==> src/core/gyro_register_bank_map.vh <==
// Register offsets, field positions, reset values and serial frame constant for the rate sensor bank
`ifndef GYRO_REGISTER_BANK_MAP_VH
`define GYRO_REGISTER_BANK_MAP_VH

// Register offsets (7-bit serial address)
`define OFS_X_SELFTEST      7'h00
`define OFS_Y_SELFTEST      7'h01
`define OFS_Z_SELFTEST      7'h02
`define OFS_X_TRIM_HIGH     7'h13
`define OFS_X_TRIM_LOW      7'h14
`define OFS_Y_TRIM_HIGH     7'h15
`define OFS_Y_TRIM_LOW      7'h16
`define OFS_Z_TRIM_HIGH     7'h17
`define OFS_Z_TRIM_LOW      7'h18
`define OFS_X_SAMPLE_HIGH   7'h43
`define OFS_X_SAMPLE_LOW    7'h44
`define OFS_Y_SAMPLE_HIGH   7'h45
`define OFS_Y_SAMPLE_LOW    7'h46
`define OFS_Z_SAMPLE_HIGH   7'h47
`define OFS_Z_SAMPLE_LOW    7'h48
`define OFS_SIGNAL_PATH     7'h68
`define OFS_USER_CONTROL    7'h6a
`define OFS_POWER_PRIMARY   7'h6b
`define OFS_POWER_SECONDARY 7'h6c
`define OFS_QUEUE_LEVEL_HI  7'h72
`define OFS_QUEUE_LEVEL_LO  7'h73
`define OFS_QUEUE_DATA      7'h74
`define OFS_IDENTITY        7'h75

// Reset values
`define RST_ZERO            8'h00
`define RST_POWER_PRIMARY   8'h40

// Field positions
`define BIT_DEVICE_RESET    7
`define BIT_SLEEP           6
`define BIT_RATE_STANDBY    4
`define BIT_SIG_COND_CLEAR  0
`define BIT_SPI_READ        7

// Serial frame
`define SPI_BITS_PER_BYTE   3'h7

`endif

==> src/core/gyro_register_bank.v <==
// Register bank of a three-axis rate sensor behind a serial peripheral slave port
//
// Contract
// - Non-special registers read zero after reset
// - Primary power control resets to 0x40, sleeping
// - Self-test references reset to factory codes
// - Device sleeps from power-up until host changes
// - High/low pairs expose one 16-bit quantity
// - Rate sample bits 15:8 high, 7:0 low
// - Per-axis 16-bit trim, host read/write
// - Trim added to raw sample before output
// - Self-test reference holds 8-bit factory code
`timescale 1ns/100ps
`include "gyro_register_bank_map.vh"
module gyro_register_bank #(
   // Factory codes stand in for one-time-programmed values
   parameter [7:0] X_SELFTEST_CODE = 8'h80,
   parameter [7:0] Y_SELFTEST_CODE = 8'h80,
   parameter [7:0] Z_SELFTEST_CODE = 8'h80,
   // Arbitrary identity value
   parameter [7:0] IDENTITY_CODE   = 8'h5a
) (
   // Clock and reset
   input  wire        CLK_I,
   input  wire        RST_I,
   // Serial port pins
   input  wire        SPC_I,
   input  wire        CS_N_I,
   input  wire        SDI_I,
   output wire        SDO_O,
   output wire        SDO_OE_O,
   // Raw rate samples from the converter, same clock
   input  wire [15:0] RAW_X_I,
   input  wire [15:0] RAW_Y_I,
   input  wire [15:0] RAW_Z_I,
   input  wire        RAW_VALID_I,
   // Power state
   output wire        SLEEP_O
);

   // Synchronisers: first stage feeds only the second
   reg  [1:0]  spc_sync;
   reg  [1:0]  cs_sync;
   reg  [1:0]  sdi_sync;
   reg         spc_last;

   // Serial engine
   reg  [2:0]  bit_cnt;
   reg  [7:0]  rx_shift;
   reg  [7:0]  tx_shift;
   reg  [6:0]  addr;
   reg         header_done;
   reg         read_mode;

   // Register storage
   reg  [7:0]  x_rate_factory_selftest;
   reg  [7:0]  y_rate_factory_selftest;
   reg  [7:0]  z_rate_factory_selftest;
   reg  [15:0] x_rate_bias_trim;
   reg  [15:0] y_rate_bias_trim;
   reg  [15:0] z_rate_bias_trim;
   reg  [7:0]  signal_path_clear;
   reg  [7:0]  user_control_bits;
   reg  [7:0]  power_control_primary;
   reg  [7:0]  power_control_secondary;
   reg  [7:0]  queue_data_port;
   reg         soft_reset;
   reg         sig_cond_clear;

   wire        cs_active;
   wire        spc_rise;
   wire        spc_fall;
   wire [7:0]  next_rx;
   wire        byte_done;
   wire        wr_en;
   wire        sleep;
   wire [47:0] raw_all;
   wire [47:0] trim_all;
   wire [47:0] sample_all;
   wire [2:0]  axis_load;
   wire [15:0] x_rate_sample;
   wire [15:0] y_rate_sample;
   wire [15:0] z_rate_sample;
   reg  [7:0]  rd_data;

   // Only the power registers accept writes while asleep
   function writable;
      input [6:0] a;
      input       asleep;
      begin
         case (a)
            `OFS_X_SELFTEST, `OFS_Y_SELFTEST, `OFS_Z_SELFTEST,
            `OFS_X_TRIM_HIGH, `OFS_X_TRIM_LOW, `OFS_Y_TRIM_HIGH,
            `OFS_Y_TRIM_LOW, `OFS_Z_TRIM_HIGH, `OFS_Z_TRIM_LOW,
            `OFS_SIGNAL_PATH, `OFS_USER_CONTROL, `OFS_QUEUE_DATA: begin
               writable = ~asleep;
            end
            `OFS_POWER_PRIMARY, `OFS_POWER_SECONDARY: begin
               writable = 1'b1;
            end
            default: begin
               writable = 1'b0;
            end
         endcase
      end
   endfunction

   always @(posedge CLK_I or posedge RST_I) begin
      if (RST_I) begin
         spc_sync <= 2'h3;
         cs_sync  <= 2'h3;
         sdi_sync <= 2'h0;
         spc_last <= 1'b1;
      end else begin
         spc_sync <= {spc_sync[0], SPC_I};
         cs_sync  <= {cs_sync[0], CS_N_I};
         sdi_sync <= {sdi_sync[0], SDI_I};
         spc_last <= spc_sync[1];
      end
   end

   assign cs_active = ~cs_sync[1];
   assign spc_rise  = cs_active & spc_sync[1] & ~spc_last;
   assign spc_fall  = cs_active & ~spc_sync[1] & spc_last;
   assign next_rx   = {rx_shift[6:0], sdi_sync[1]};
   assign byte_done = spc_rise & (bit_cnt == `SPI_BITS_PER_BYTE);
   assign wr_en     = byte_done & header_done & ~read_mode;

   // Serial frame: header byte, then data bytes with address auto-increment
   always @(posedge CLK_I or posedge RST_I) begin
      if (RST_I) begin
         bit_cnt     <= 3'h0;
         rx_shift    <= 8'h00;
         tx_shift    <= 8'h00;
         addr        <= 7'h00;
         header_done <= 1'b0;
         read_mode   <= 1'b0;
      end else if (!cs_active) begin
         bit_cnt     <= 3'h0;
         header_done <= 1'b0;
      end else begin
         if (spc_rise) begin
            rx_shift <= next_rx;
            bit_cnt  <= bit_cnt + 3'h1;
            if (byte_done && !header_done) begin
               read_mode   <= next_rx[`BIT_SPI_READ];
               addr        <= next_rx[6:0];
               header_done <= 1'b1;
            end else if (wr_en) begin
               addr <= addr + 7'h01;
            end
         end
         if (spc_fall) begin
            if (bit_cnt == 3'h0 && header_done && read_mode) begin
               tx_shift <= rd_data;
               addr     <= addr + 7'h01;
            end else begin
               tx_shift <= {tx_shift[6:0], 1'b0};
            end
         end
      end
   end

   // Output changes on the falling clock, so the host samples a settled bit
   assign SDO_O    = tx_shift[7];
   assign SDO_OE_O = cs_active & header_done & read_mode;

   // Register writes
   always @(posedge CLK_I or posedge RST_I) begin
      if (RST_I) begin
         x_rate_factory_selftest <= X_SELFTEST_CODE;
         y_rate_factory_selftest <= Y_SELFTEST_CODE;
         z_rate_factory_selftest <= Z_SELFTEST_CODE;
         x_rate_bias_trim        <= 16'h0000;
         y_rate_bias_trim        <= 16'h0000;
         z_rate_bias_trim        <= 16'h0000;
         signal_path_clear       <= `RST_ZERO;
         user_control_bits       <= `RST_ZERO;
         power_control_primary   <= `RST_POWER_PRIMARY;
         power_control_secondary <= `RST_ZERO;
         queue_data_port         <= `RST_ZERO;
         soft_reset              <= 1'b0;
         sig_cond_clear          <= 1'b0;
      end else if (soft_reset) begin
         // Software reset returns every register to its power-up value
         x_rate_factory_selftest <= X_SELFTEST_CODE;
         y_rate_factory_selftest <= Y_SELFTEST_CODE;
         z_rate_factory_selftest <= Z_SELFTEST_CODE;
         x_rate_bias_trim        <= 16'h0000;
         y_rate_bias_trim        <= 16'h0000;
         z_rate_bias_trim        <= 16'h0000;
         signal_path_clear       <= `RST_ZERO;
         user_control_bits       <= `RST_ZERO;
         power_control_primary   <= `RST_POWER_PRIMARY;
         power_control_secondary <= `RST_ZERO;
         queue_data_port         <= `RST_ZERO;
         soft_reset              <= 1'b0;
         sig_cond_clear          <= 1'b0;
      end else begin
         soft_reset     <= 1'b0;
         sig_cond_clear <= 1'b0;
         if (wr_en && writable(addr, sleep)) begin
            case (addr)
               `OFS_X_SELFTEST:      x_rate_factory_selftest <= next_rx;
               `OFS_Y_SELFTEST:      y_rate_factory_selftest <= next_rx;
               `OFS_Z_SELFTEST:      z_rate_factory_selftest <= next_rx;
               `OFS_X_TRIM_HIGH:     x_rate_bias_trim[15:8]  <= next_rx;
               `OFS_X_TRIM_LOW:      x_rate_bias_trim[7:0]   <= next_rx;
               `OFS_Y_TRIM_HIGH:     y_rate_bias_trim[15:8]  <= next_rx;
               `OFS_Y_TRIM_LOW:      y_rate_bias_trim[7:0]   <= next_rx;
               `OFS_Z_TRIM_HIGH:     z_rate_bias_trim[15:8]  <= next_rx;
               `OFS_Z_TRIM_LOW:      z_rate_bias_trim[7:0]   <= next_rx;
               `OFS_SIGNAL_PATH:     signal_path_clear       <= next_rx;
               `OFS_USER_CONTROL: begin
                  // Conditioning clear is a pulse; the bit never reads back set
                  user_control_bits <= next_rx & 8'hfe;
                  sig_cond_clear    <= next_rx[`BIT_SIG_COND_CLEAR];
               end
               `OFS_POWER_PRIMARY: begin
                  // Reset request bit is a one-cycle strobe and always reads back zero
                  power_control_primary <= next_rx & 8'h7f;
                  soft_reset            <= next_rx[`BIT_DEVICE_RESET];
               end
               `OFS_POWER_SECONDARY: power_control_secondary <= next_rx;
               `OFS_QUEUE_DATA:      queue_data_port         <= next_rx;
               default: begin
               end
            endcase
         end
      end
   end

   assign sleep   = power_control_primary[`BIT_SLEEP];
   assign SLEEP_O = sleep;

   // Sample path per axis; standby bits of the secondary register run z, y, x from bit 0
   assign raw_all  = {RAW_Z_I, RAW_Y_I, RAW_X_I};
   assign trim_all = {z_rate_bias_trim, y_rate_bias_trim, x_rate_bias_trim};

   genvar axis;
   generate
      for (axis = 0; axis < 3; axis = axis + 1) begin : rate_axis
         // Samples freeze while asleep or in standby
         assign axis_load[axis] = RAW_VALID_I & ~sleep
                                  & ~power_control_primary[`BIT_RATE_STANDBY]
                                  & ~power_control_secondary[2 - axis];
         rate_axis_path u_path (
            .clk_i    (CLK_I),
            .rst_i    (RST_I),
            .clear_i  (soft_reset | sig_cond_clear),
            .load_i   (axis_load[axis]),
            .raw_i    (raw_all[axis*16 +: 16]),
            .trim_i   (trim_all[axis*16 +: 16]),
            .sample_o (sample_all[axis*16 +: 16])
         );
      end
   endgenerate

   assign x_rate_sample = sample_all[15:0];
   assign y_rate_sample = sample_all[31:16];
   assign z_rate_sample = sample_all[47:32];

   // Read multiplexer; the queue is not built, so its level reads zero
   always @* begin
      case (addr)
         `OFS_X_SELFTEST:      rd_data = x_rate_factory_selftest;
         `OFS_Y_SELFTEST:      rd_data = y_rate_factory_selftest;
         `OFS_Z_SELFTEST:      rd_data = z_rate_factory_selftest;
         `OFS_X_TRIM_HIGH:     rd_data = x_rate_bias_trim[15:8];
         `OFS_X_TRIM_LOW:      rd_data = x_rate_bias_trim[7:0];
         `OFS_Y_TRIM_HIGH:     rd_data = y_rate_bias_trim[15:8];
         `OFS_Y_TRIM_LOW:      rd_data = y_rate_bias_trim[7:0];
         `OFS_Z_TRIM_HIGH:     rd_data = z_rate_bias_trim[15:8];
         `OFS_Z_TRIM_LOW:      rd_data = z_rate_bias_trim[7:0];
         `OFS_X_SAMPLE_HIGH:   rd_data = x_rate_sample[15:8];
         `OFS_X_SAMPLE_LOW:    rd_data = x_rate_sample[7:0];
         `OFS_Y_SAMPLE_HIGH:   rd_data = y_rate_sample[15:8];
         `OFS_Y_SAMPLE_LOW:    rd_data = y_rate_sample[7:0];
         `OFS_Z_SAMPLE_HIGH:   rd_data = z_rate_sample[15:8];
         `OFS_Z_SAMPLE_LOW:    rd_data = z_rate_sample[7:0];
         `OFS_SIGNAL_PATH:     rd_data = signal_path_clear;
         `OFS_USER_CONTROL:    rd_data = user_control_bits;
         `OFS_POWER_PRIMARY:   rd_data = power_control_primary;
         `OFS_POWER_SECONDARY: rd_data = power_control_secondary;
         `OFS_QUEUE_LEVEL_HI:  rd_data = `RST_ZERO;
         `OFS_QUEUE_LEVEL_LO:  rd_data = `RST_ZERO;
         `OFS_QUEUE_DATA:      rd_data = queue_data_port;
         `OFS_IDENTITY:        rd_data = IDENTITY_CODE;
         default:              rd_data = `RST_ZERO;
      endcase
   end

endmodule

==> src/core/rate_axis_path.v <==
// One axis of the rate path: bias trim added to the raw sample, held for readout
`timescale 1ns/100ps
module rate_axis_path (
   // Clock and reset
   input  wire        clk_i,
   input  wire        rst_i,
   // Control
   input  wire        clear_i,
   input  wire        load_i,
   // Data
   input  wire [15:0] raw_i,
   input  wire [15:0] trim_i,
   output reg  [15:0] sample_o
);

   wire [15:0] next_sample;

   // Two's complement sum wraps in 16 bits, as the output register is 16 bits wide
   assign next_sample = raw_i + trim_i;

   always @(posedge clk_i or posedge rst_i) begin
      if (rst_i) begin
         sample_o <= 16'h0000;
      end else if (clear_i) begin
         sample_o <= 16'h0000;
      end else if (load_i) begin
         sample_o <= next_sample;
      end
   end

endmodule

==> config.mk <==
export PLATFORM = sky130hd
export DESIGN_NAME = gyro_register_bank
export DESIGN_NICKNAME = d
export VERILOG_FILES = /design/src/core/gyro_register_bank.v /design/src/core/rate_axis_path.v
export VERILOG_INCLUDE_DIRS = /design/src /design/src/core
export SDC_FILE = /design/constraint.sdc
export NUM_CORES = 1
export LEC_CHECK = 0
export BUFFER_PORTS_ARGS = -buffer_cell sky130_fd_sc_hd__buf_2
export CORE_MARGIN = 10
export CORE_UTILIZATION = 55
export CTS_BUF_LIST = sky130_fd_sc_hd__clkbuf_8
export DETAILED_ROUTE_END_ITERATION = 10
export PLACE_DENSITY_LB_ADDON = 0.12
export SLEW_MARGIN = 0
export SYNTH_ARGS = -nofsm -noshare
export SYNTH_HDL_FRONTEND = slang
export SYNTH_SLANG_ARGS = --single-unit
==> constraint.sdc <==
create_clock -name CLK_I -period 6.6 [get_ports CLK_I]
set_clock_uncertainty 0.05 [all_clocks]
set_input_delay 0.66 -clock CLK_I [delete_from_list [all_inputs] [get_ports CLK_I]]
set_output_delay 0.66 -clock CLK_I [all_outputs]
set_load 0.02 [all_outputs]
==> results of run 1 <==
-- cell families after synthesis --
family / count (synthesis)
AOI/OAI and AO/OA: 342
xor gates and xnor gates: 40
adders and majority gates: 55
buffers and inverters: 94
DFF: 194
muxes: 48
and+or+nand+nor: 354
-- sequential cells by signal, indices dropped and copies added (netlist names), 3 cells and up --
name and cells:
rate_axis.u_path.sample_o 48, x_rate_bias_trim 16, y_rate_bias_trim 16, z_rate_bias_trim 16
power_control_secondary 8, queue_data_port 8, signal_path_clear 8, tx_shift 8
x_rate_factory_selftest 8, y_rate_factory_selftest 8, z_rate_factory_selftest 8, addr 7
power_control_primary 7, rx_shift 7, user_control_bits 7, bit_cnt 3
-- routing by layer --
| metal | vias up | track usage, % | routed length, um |
|---|---|---|---|
| met1 | 4567 | 35.55 | 14680 |
| met4 | 0 | 8.893 | 937 |
| met5 | - | 0 | 0 |
| li1 | 4259 | - | - |
| met2 | 430 | 38.52 | 14840 |
| met3 | 61 | 4.727 | 2986 |
-- critical path, stage by stage (launching register included) --
cell,delay (ps)
dfstp_2,560
nor2b_1,480
and4_1,790
o31ai_4,370
nor3_4,500
mux2i_1,260
nor2_1,60
-- cell type report --
class | instances | area [sq um]
Inverter | 26 | 105.1
Multi-Input combinational cell | 839 | 5944
Tap cell | 270 | 337.8
Clock buffer | 17 | 234.0
Fill cell | 1740 | 8069
Sequential cell | 194 | 4867
Clock inverter | 15 | 168.9
Timing Repair Buffer | 69 | 377.9
-- worst paths after layout --
path | to | depth (start not counted)
max reg2reg | x_rate_factory_selftest[5]$_DFFE_PP0P_ | 6
max | x_rate_factory_selftest[5]$_DFFE_PP0P_ | 6
min in group asynchronous | x_rate_bias_trim[0]$_DFFE_PP0P_ | 2
min | spc_sync[0]$_DFF_PP1_ | 1
max in group asynchronous | addr[3]$_DFFE_PP0N_ | 3
min reg2reg | sdi_sync[1]$_DFF_PP0_ | 0
-- power by group through the flow --
stage	sequential (W)	combinational [W]	clock [W]
after floorplan	0.00128	0.000179	0
after global placement	0.00132	0.000297	0
after detailed placement	0.00132	0.000299	0
after CTS	0.00130	0.000301	0.000802
after global routing	0.00131	0.000327	0.000848
final	0.00130	0.000305	0.000801
-- through the flow --
step / utilization (%) / cells / hold WS (ps) / setup slack (ps) / total power (W)
finish: 59.86 / 1430 / 206.4 / 3374 / 0.002410
global route: 59.86 / 1430 / 190.7 / 3179 / 0.002482
CTS: 59.86 / 1430 / 194.0 / 3392 / 0.002405
detailed placement: 57.86 / 1398 / 291.9 / 3423 / 0.001623
global placement: 57.86 / 1398 / 285.9 / 3526 / 0.001620
floorplan: - / 1127 / 281.2 / 621.0 / 0.001457
-- layout by cell type, fill, tap and decap left out, types with 5 or more instances in the layout --
cell and n:
a22o_1 43, nand3b_1 57, ha_1 52, a21oi_1 51, buf_4 13, dfstp_2 9
and2_1 11, mux2i_1 39, o21bai_1 7, a32o_1 6, a21o_1 10, nor3_1 14
nor4_1 6, nand3_1 31, o21ai_0 95, clkbuf_8 17, a211oi_1 9, inv_8 6
o21a_1 7, and3_1 24, nand4_1 13, nand2_1 68, a22oi_1 58, buf_2 56
nor2b_1 5, o211ai_1 5, a222oi_1 6, nor2_1 78, xor2_1 12, mux2_2 9
nand2b_1 9, dfrtp_1 184, a31oi_1 5, xnor2_1 28, inv_1 22, a2111oi_0 7
==> flow_metrics.env, run 1 <==
export IMPL_place_congestion=0.9989
export IMPL_die_h_um=162.6
export IMPL_synth_top_area_share_pct=41.41
export IMPL_cp_max_fo=18
export IMPL_synth_edff_count=0
export IMPL_cp_start_kind="flop"
export IMPL_synth_fa_ha_area_share_pct=6.356
export IMPL_cp_end_kind="flop"
export IMPL_path_class="flop to flop"
export IMPL_min_from="SPC_I"
export IMPL_pwr_share_clk_pct=33.3
export IMPL_clock_sinks=194
export IMPL_worstPathArrival_ps=3520
export IMPL_fin_tns_setup_ps=0
export IMPL_yosysTopAreaCell="dfrtp_1"
export IMPL_p_int_w=0.001647
export IMPL_switching_power_w=0.0007637
export IMPL_grt_pass1_vias=9040
export IMPL_netlist_instances=1127
export IMPL_final_nets=1256
export IMPL_antenna_found_initial=0
export IMPL_track_usage_pct=25.33
export IMPL_regToRegStartpoint="spc_sync[1]$_DFF_PP1_"
export IMPL_synth_xor_area_share_pct=3.133
export IMPL_clock_root_buffer="clkbuf_8"
export IMPL_rows=52
export IMPL_post_route_period_util_pct=48.88
export IMPL_synth_top_family_by_area="compound AO/OA/AOI/OAI gates"
export IMPL_synth_distinct_cells=81
export IMPL_dp_hpwl_um=24260
export IMPL_ys_seq_area_share_pct=43.52
export IMPL_reg2reg_slack_ps=3370
export IMPL_dieArea_sq_um=26430
export IMPL_place_area_sq_um=11630
export IMPL_ios=57
export IMPL_worstSkewPairLatency_ps=490
export IMPL_cts_buffers=17
export IMPL_synth_most_common_cell="dfrtp_1"
export IMPL_relSlewSlack_pct=28.13
export IMPL_vias_per_cell=6.515
export IMPL_rsz0062_at_grt="false"
export IMPL_vdd_drop_max_v=0.0001194
export IMPL_cts_tree="done"
export IMPL_portBuffers=56
export IMPL_cts_hold_repair_buffers=0
export IMPL_cts_setup_buffers=0
export IMPL_p_seq_share_pct=54.1
export IMPL_p_per_area_nw_per_um2=200.3
export IMPL_num_antenna_cells=0
export IMPL_grt_pass1_wl_um=52640
export IMPL_cts_resized_gates=0
export IMPL_netlist_top_cells_count="dfrtp_1 (185), o21ai_0 (95), nor2_1 (78), nand2_1 (68), a22oi_1 (58)"
export IMPL_status="finished clean"
export IMPL_synth_warnings=0
export IMPL_p_comb_share_pct=12.6
export IMPL_clock_path_buffers=2
export IMPL_synth_simple_gate_area_share_pct=18.01
export IMPL_synth_area_sq_um=11180
export IMPL_synthToLayoutAreaGrowth_pct=7.643
export IMPL_yosys_register_bits=194
export IMPL_ant_nets=0
export IMPL_netlist_top_cells_area="dfrtp_1 (41%), ha_1 (5.8%), o21ai_0 (4.3%), a22oi_1 (3.9%), nand3b_1 (3.8%)"
export IMPL_synth_compound_area_share_pct=21.20
export IMPL_leakagePower_nw=5.474
export IMPL_swShare_pct=31.68
export IMPL_synthMuxAreaShare_pct=4.398
export IMPL_crit_required_ps=6890
export IMPL_final_min_clock_period_ps=3226
export IMPL_clk_pin_slew_ps=110
export IMPL_worst_slew_pin_slew_ps=1078
export IMPL_synth_async_reset_ratio_pct=100.0
export IMPL_setup_violations=0
export IMPL_drc=0
export IMPL_initial_core_util_pct=55.61
export IMPL_htreeDepth=4
export IMPL_first_pass_iters=7
export IMPL_syn_num_nets=1236
export IMPL_die_w_um=162.6
export IMPL_max_freq_ghz=0.3100
export IMPL_critPathLaunch="spc_sync[1]$_DFF_PP1_"
export IMPL_hold_violations=0
export IMPL_slew_violations=0
export IMPL_wl_per_cell_um=23.39
export IMPL_final_cell_area_sq_um=12040
export IMPL_syn_avg_cell_area_sq_um=9.921
export IMPL_grt_max_degree=120
export IMPL_hold_path_class="input port to flop"
export IMPL_layout_drive_gt1_share_pct=12.41
export IMPL_maxCapViolations=0
export IMPL_wl_um=33450
export IMPL_vias=9317
export IMPL_core_area_sq_um=20100
export IMPL_drt_iter0_drc=1030
export IMPL_grt_overflow=0
export IMPL_synth_main_ff_cell="dfrtp_1"
(Power assumes the default switching activity.)
==> run 2, diff against run 1 <==
--- a/config.mk
+++ b/config.mk
@@ -6,6 +6,7 @@
 export SDC_FILE = /design/constraint.sdc
 export NUM_CORES = 1
 export LEC_CHECK = 0
+export ABC_AREA = 1
 export BUFFER_PORTS_ARGS = -buffer_cell sky130_fd_sc_hd__buf_2
 export CORE_MARGIN = 10
 export CORE_UTILIZATION = 55
==> constraint.sdc (replaced) <==
create_clock -name CLK_I -period 3.3 [get_ports CLK_I]
set_clock_uncertainty 0.05 [all_clocks]
set_input_delay 0.33 -clock CLK_I [delete_from_list [all_inputs] [get_ports CLK_I]]
set_output_delay 0.33 -clock CLK_I [all_outputs]
set_load 0.02 [all_outputs]
==> flow_metrics.env, run 2 <==
export IMPL_status="finished clean"
export IMPL_cts_resized_gates=0
export IMPL_top_usage_layer="met2"
export IMPL_dieArea_sq_um=27590
export IMPL_maxCapViolations=0
export IMPL_wl_um=35680
export IMPL_clock_sinks=194
export IMPL_antenna_found_initial=0
export IMPL_drc=0
export IMPL_reg2reg_slack_ps=650
export IMPL_grt_pass1_vias=10584
export IMPL_synth_edff_count=0
export IMPL_fin_tns_setup_ps=0
export IMPL_die_w_um=166.1
export IMPL_vdd_drop_max_v=0.0003331
export IMPL_synth_warnings=0
export IMPL_portBuffers=56
export IMPL_regMostFlops="rate_axis.u_path.sample_o"
export IMPL_clk_pin_slew_ps=120
export IMPL_reg2reg_to="signal_path_clear[1]$_DFFE_PP0P_"
export IMPL_slew_violations=0
export IMPL_layout_drive_gt1_share_pct=9.546
export IMPL_cts_buffers=17
export IMPL_hold_violations=0
export IMPL_first_pass_iters=6
export IMPL_power_w=0.004688
export IMPL_cts_tree="done"
export IMPL_largest_reg_flops=48
export IMPL_ant_nets=0
export IMPL_slowest_stage="dfstp_2"
export IMPL_grt_pass1_wl_um=56630
export IMPL_grt_max_degree=100
export IMPL_final_cell_area_sq_um=12760
export IMPL_r2r_cells=8
export IMPL_clock_path_buffers=2
export IMPL_place_congestion=0.9899
export IMPL_met3_usage_pct=4.307
export IMPL_met2_usage_pct=38.63
export IMPL_dp_hpwl_um=26910
export IMPL_relSlewSlack_pct=26.71
export IMPL_num_antenna_cells=0
export IMPL_leakagePower_nw=7.018
export IMPL_rows=53
export IMPL_syn_num_nets=1752
export IMPL_synth_distinct_cells=40
export IMPL_hold_path_class="input port to flop"
export IMPL_netlist_instances=1643
export IMPL_grt_util_met1_pct=34.76
export IMPL_grt_overflow=0
export IMPL_post_route_period_util_pct=80.38
export IMPL_regToRegStartpoint="spc_sync[1]$_DFF_PP1_"
export IMPL_wl_per_cell_um=17.90
export IMPL_netlist_top_cells_area="dfrtp_1 (39%), nand2_1 (20%), nand3_1 (7.7%), ha_1 (5.5%), o21ai_0 (4.4%)"
export IMPL_ys_seq_area_share_pct=41.44
export IMPL_max_freq_ghz=0.3770
export IMPL_htreeDepth=4
export IMPL_cts_setup_buffers=0
export IMPL_final_min_clock_period_ps=2653
export IMPL_cp_end_kind="flop"
export IMPL_die_h_um=166.1
export IMPL_synthToLayoutAreaGrowth_pct=8.705
export IMPL_syn_avg_cell_area_sq_um=7.147
export IMPL_yosysTopAreaCell="dfrtp_1"
export IMPL_slowest_delay_ps=580
export IMPL_path_class="flop to flop"
export IMPL_setup_violations=0
export IMPL_yosys_register_bits=194
export IMPL_cp_max_fo=16
export IMPL_crit_end="signal_path_clear[1]$_DFFE_PP0P_"
export IMPL_initial_core_util_pct=55.86
export IMPL_critPathLaunch="spc_sync[1]$_DFF_PP1_"
export IMPL_netlist_top_cells_count="nand2_1 (624), dfrtp_1 (185), nand3_1 (180), nor2_1 (134), inv_1 (133)"
export IMPL_core_area_sq_um=21020
export IMPL_vias_per_cell=5.649
export IMPL_layout_common_cells="nand2_1 (624), dfrtp_1 (185), nand3_1 (180)"
export IMPL_worstSkewPairLatency_ps=490
export IMPL_rsz0062_at_grt="false"
export IMPL_synth_async_reset_ratio_pct=100.0
export IMPL_synth_top_area_share_pct=39.42
export IMPL_synth_main_ff_cell="dfrtp_1"
export IMPL_cp_start_kind="flop"
export IMPL_clock_root_buffer="clkbuf_8"
export IMPL_crit_required_ps=3680
export IMPL_synth_most_common_cell="nand2_1"
export IMPL_crit_path_frequent_cell="nand2_1"
export IMPL_crit_path_cell_trace="nand3_2 > nor2_1 > nand2_1 > inv_2 > nand3_2 > inv_1 > nand2_1 > nand2_1"
export IMPL_final_common_cell="nand2_1"
export IMPL_synth_area_sq_um=11740
export IMPL_final_nets=1814
export IMPL_drt_iter0_drc=1628
export IMPL_worst_slew_pin_slew_ps=1098
export IMPL_vias=11258
export IMPL_ios=57
export IMPL_p_per_area_nw_per_um2=367.2
export IMPL_track_usage_pct=25.32
export IMPL_worstPathArrival_ps=3030
export IMPL_place_area_sq_um=12350
==> run 2: worst min-delay path by stage <==
stage | endpoint | from | cells past startpoint | slack (ps)
2_1_floorplan | sdi_sync[1]$_DFF_PP0_ | sdi_sync[0]$_DFF_PP0_ | 0 | 280
3_3_place_gp | sdi_sync[1]$_DFF_PP0_ | sdi_sync[0]$_DFF_PP0_ | 0 | 300
3_5_place_dp | spc_sync[1]$_DFF_PP1_ | spc_sync[0]$_DFF_PP1_ | 0 | 300
4_1_cts | rate_axis[2].u_path.sample_o[0]$_DFFE_PP0P_ | RAW_Z_I[0] | 4 | 120
5_1_grt | rate_axis[2].u_path.sample_o[0]$_DFFE_PP0P_ | RAW_Z_I[0] | 4 | 130
6_report | rate_axis[2].u_path.sample_o[0]$_DFFE_PP0P_ | RAW_Z_I[0] | 4 | 130
==> run 2: cell families (layout without fill, tap and decap cells) <==
logic type	after synthesis	in the layout	share of synthesized area (%)
simple gates	997	997	36.23
compound gates	209	209	9.675
flops	194	194	41.44
buf+inv	184	259	6.308
fa+ha+maj	55	55	6.052
xor+xnor	4	4	0.2983
==> run 2: per-layer routing <==
layer / part of all wire, % / wire [um]
met1: 44 / 15570
met2: 45 / 16180
met5: 0 / 0
met4: 3.4 / 1224
met3: 7.6 / 2715
==> run 2: what timing repair did <==
item                                    4_1_cts  5_1_grt
hold endpoints to repair                     13        0
endpoints found under the setup margin        0        0
hold buffers                                  4        0
==> run 2: final cells by class <==
type	instances	area, sq um
fill	1960	8257
multi-input combinational	1265	6146
sequential	194	4866
inverter	155	599.3
timing repair buffer	72	435.4
tap	275	344.1
clock buffer	18	247.7
clock inverter	14	126.4
==> run 2: power breakdown <==
group          total (W)  switching (W)  internal, W
Combinational   0.000634       0.000472     0.000162
Clock            0.00151       0.000942     0.000568
Sequential       0.00254      0.0000656      0.00248
==> run 2: per-stage QoR <==
stage / util [%] / hold slack (ps) / worst slack [ps] / instances
3_5_place_dp: 58.75 / 298.4 / 745.8 / 1957
5_1_grt: 60.72 / 128.9 / 474.4 / 1993
2_1_floorplan: - / 281.2 / 422.9 / 1643
3_3_place_gp: 58.75 / 295.7 / 842.8 / 1957
6_report: 60.72 / 126.7 / 647.4 / 1993
4_1_cts: 60.72 / 119.7 / 702.9 / 1993
==> run 2: critical path, delay by kind of cell, from the launching register on <==
| kind | cells | cell delay, ps |
|---|---|---|
| simple gates | 6 | 1100 |
| buf+inv | 2 | 840 |
| flops | 1 | 580 |
==> run 3, diff against run 2 <==
--- a/config.mk
+++ b/config.mk
@@ -6,7 +6,7 @@
 export SDC_FILE = /design/constraint.sdc
 export NUM_CORES = 1
 export LEC_CHECK = 0
-export ABC_AREA = 1
+export ABC_AREA = 0
 export BUFFER_PORTS_ARGS = -buffer_cell sky130_fd_sc_hd__buf_2
 export CORE_MARGIN = 10
 export CORE_UTILIZATION = 55
==> constraint.sdc (replaced) <==
create_clock -name CLK_I -period 2.5 [get_ports CLK_I]
set_clock_uncertainty 0.05 [all_clocks]
set_input_delay 0.25 -clock CLK_I [delete_from_list [all_inputs] [get_ports CLK_I]]
set_output_delay 0.25 -clock CLK_I [all_outputs]
set_load 0.02 [all_outputs]
==> flow_metrics.env, run 3 (synthesized netlist as in run 1, its figures left out) <==
export IMPL_status="complete, but fails checks"
export IMPL_violations="negative setup slack"
export IMPL_vias=9691
export IMPL_place_ws_ps=-84.23
export IMPL_post_route_period_util_pct=100.8
export IMPL_htreeDepth=4
export IMPL_p_seq_share_pct=53.7
export IMPL_p_per_area_nw_per_um2=491.5
export IMPL_clock_path_buffers=2
export IMPL_cp_max_fo=2
export IMPL_relSlewSlack_pct=50.93
export IMPL_final_cell_area_sq_um=12810
export IMPL_final_nets=1341
export IMPL_layout_common_cells="dfrtp_1 (183), o21ai_0 (91), buf_4 (87)"
export IMPL_crit_required_ps=2830
export IMPL_r2r_cells=8
export IMPL_rsz0062_at_grt="true"
export IMPL_grt_max_degree=118
export IMPL_maxCapViolations=0
export IMPL_track_usage_pct=26.07
export IMPL_rows=52
export IMPL_ant_nets=0
export IMPL_grt_overflow=0
export IMPL_synthToLayoutAreaGrowth_pct=14.54
export IMPL_final_cells=1514
export IMPL_max_freq_ghz=0.3967
export IMPL_path_class="flop to flop"
export IMPL_wl_um=34830
export IMPL_hold_depth=3
export IMPL_switching_power_w=0.001933
export IMPL_antenna_found_initial=0
export IMPL_hold_path_class="input port to flop"
export IMPL_power_w=0.006294
export IMPL_core_area_sq_um=20100
export IMPL_swShare_pct=30.71
export IMPL_final_common_cell="dfrtp_1"
export IMPL_clk_pin_slew_ps=100
export IMPL_grt_pass1_vias=9059
export IMPL_regMostFlops="rate_axis.u_path.sample_o"
export IMPL_worst_slack_ps=-20.98
export IMPL_largest_reg_flops=48
export IMPL_vias_per_cell=6.401
export IMPL_worst_slew_pin_slew_ps=736.1
export IMPL_dp_hpwl_um=25620
export IMPL_hold_violations=0
export IMPL_drc=0
export IMPL_cp_end_kind="flop"
export IMPL_vdd_drop_max_v=0.0003012
export IMPL_num_antenna_cells=0
export IMPL_drt_iter0_drc=1070
export IMPL_die_w_um=162.6
export IMPL_setup_violations=1
export IMPL_p_int_w=0.004361
export IMPL_leakagePower_nw=5.928
export IMPL_wl_per_cell_um=23.01
export IMPL_die_h_um=162.6
export IMPL_cp_start_kind="flop"
export IMPL_final_min_clock_period_ps=2521
export IMPL_pwr_share_clk_pct=30.9
export IMPL_initial_core_util_pct=55.61
export IMPL_final_util_pct=63.70
export IMPL_slew_violations=0
export IMPL_portBuffers=56
export IMPL_worstPathArrival_ps=2850
export IMPL_p_comb_share_pct=15.5
export IMPL_clock_sinks=194
export IMPL_worstSkewPairLatency_ps=470
export IMPL_dieArea_sq_um=26430
export IMPL_layout_drive_gt1_share_pct=19.29
export IMPL_first_pass_iters=7
export IMPL_ios=57
export IMPL_place_inst=1470
export IMPL_place_congestion=1.003
export IMPL_place_area_sq_um=12230
export IMPL_clock_root_buffer="clkbuf_8"
export IMPL_cts_buffers=17
export IMPL_cts_tree="done"
export IMPL_grt_pass1_wl_um=53650
==> run 3: cell types whose count changed in the layout (fill, tap and decap cells not counted), moves of 28 or more <==
cell / change
nand3_1: -149
nand2_1: -556
inv_1: -110
a22oi_1: +58
mux2i_1: +39
nand3b_1: +56
xnor2_1: +28
nor2_1: -53
buf_4: +77
a22o_1: +40
==> run 3: routing by layer <==
layer	up-vias	wire (um)	part of all wire [%]	global-route usage (%)
li1	4437	-	-	-
met1	4725	14990	43	36.59
met2	454	15460	44	39.39
met3	75	3164	9.1	5.157
met4	0	1216	3.5	9.139
met5	-	0	0	0
==> run 3: area by class of cell <==
cell class / instances / area (sq um)
Tap cell: 270 / 337.8
Sequential cell: 194 / 4868
Timing Repair Buffer: 154 / 1114
Multi-Input combinational cell: 839 / 6026
Clock inverter: 13 / 111.4
Clock buffer: 18 / 247.7
Inverter: 26 / 101.3
Fill cell: 1670 / 7298
==> run 3: what timing repair did <==
| item | in CTS | in global routing |
|---|---|---|
| pin swaps | 0 | 12 |
| setup buffers | 0 | 9 |
| endpoints found under the setup margin | 3 | 67 |
| gates resized for setup | 4 | 23 |
| hold endpoints to repair | 83 | 0 |
| hold buffers | 4 | 0 |
==> run 3: worst max-delay path, cell delays in order (launching register included) <==
cell,delay [ps]
dfrtp_1,400
ha_2,190
fa_2,340
a21o_1,180
a2111o_1,440
o311ai_1,310
o211ai_1,150
xor2_1,160
a22o_1,200
==> run 3: path summary, 6_finish.rpt <==
kind | from | end | slack (ps)
worst max-delay path | x_rate_bias_trim[0]$_DFFE_PP0P_ | rate_axis[0].u_path.sample_o[14]$_DFFE_PP0P_ | -20
max in group asynchronous | RST_I | y_rate_factory_selftest[5]$_DFFE_PP0P_ | 1370
worst max register to register | x_rate_bias_trim[0]$_DFFE_PP0P_ | rate_axis[0].u_path.sample_o[14]$_DFFE_PP0P_ | -20
worst min-delay path | RAW_Y_I[0] | rate_axis[1].u_path.sample_o[0]$_DFFE_PP0P_ | 80
min in group asynchronous | RST_I | rate_axis[2].u_path.sample_o[2]$_DFFE_PP0P_ | 160
worst min register to register | sdi_sync[0]$_DFF_PP0_ | sdi_sync[1]$_DFF_PP0_ | 310
==> run 3: metrics by stage <==
| step | setup TNS, ps | hold WS [ps] |
|---|---|---|
| final | -20.98 | 78.77 |
| after detailed placement | -97.78 | 111.9 |
| after CTS | 0 | 56.22 |
| after floorplan | -54960 | 204.5 |
| after global routing | -64.75 | 91.03 |
| after global placement | -98.35 | 109.8 |
==> run 3: power by group through the flow <==
| stage | Clock [W] | Sequential [W] | Combinational [W] |
|---|---|---|---|
| after CTS | 0.00197 | 0.00337 | 0.000952 |
| after floorplan | 0 | 0.00338 | 0.000472 |
| after detailed placement | 0 | 0.00343 | 0.000947 |
| final | 0.00194 | 0.00338 | 0.000973 |
| after global placement | 0 | 0.00343 | 0.000941 |
| after global routing | 0.00210 | 0.00339 | 0.00101 |
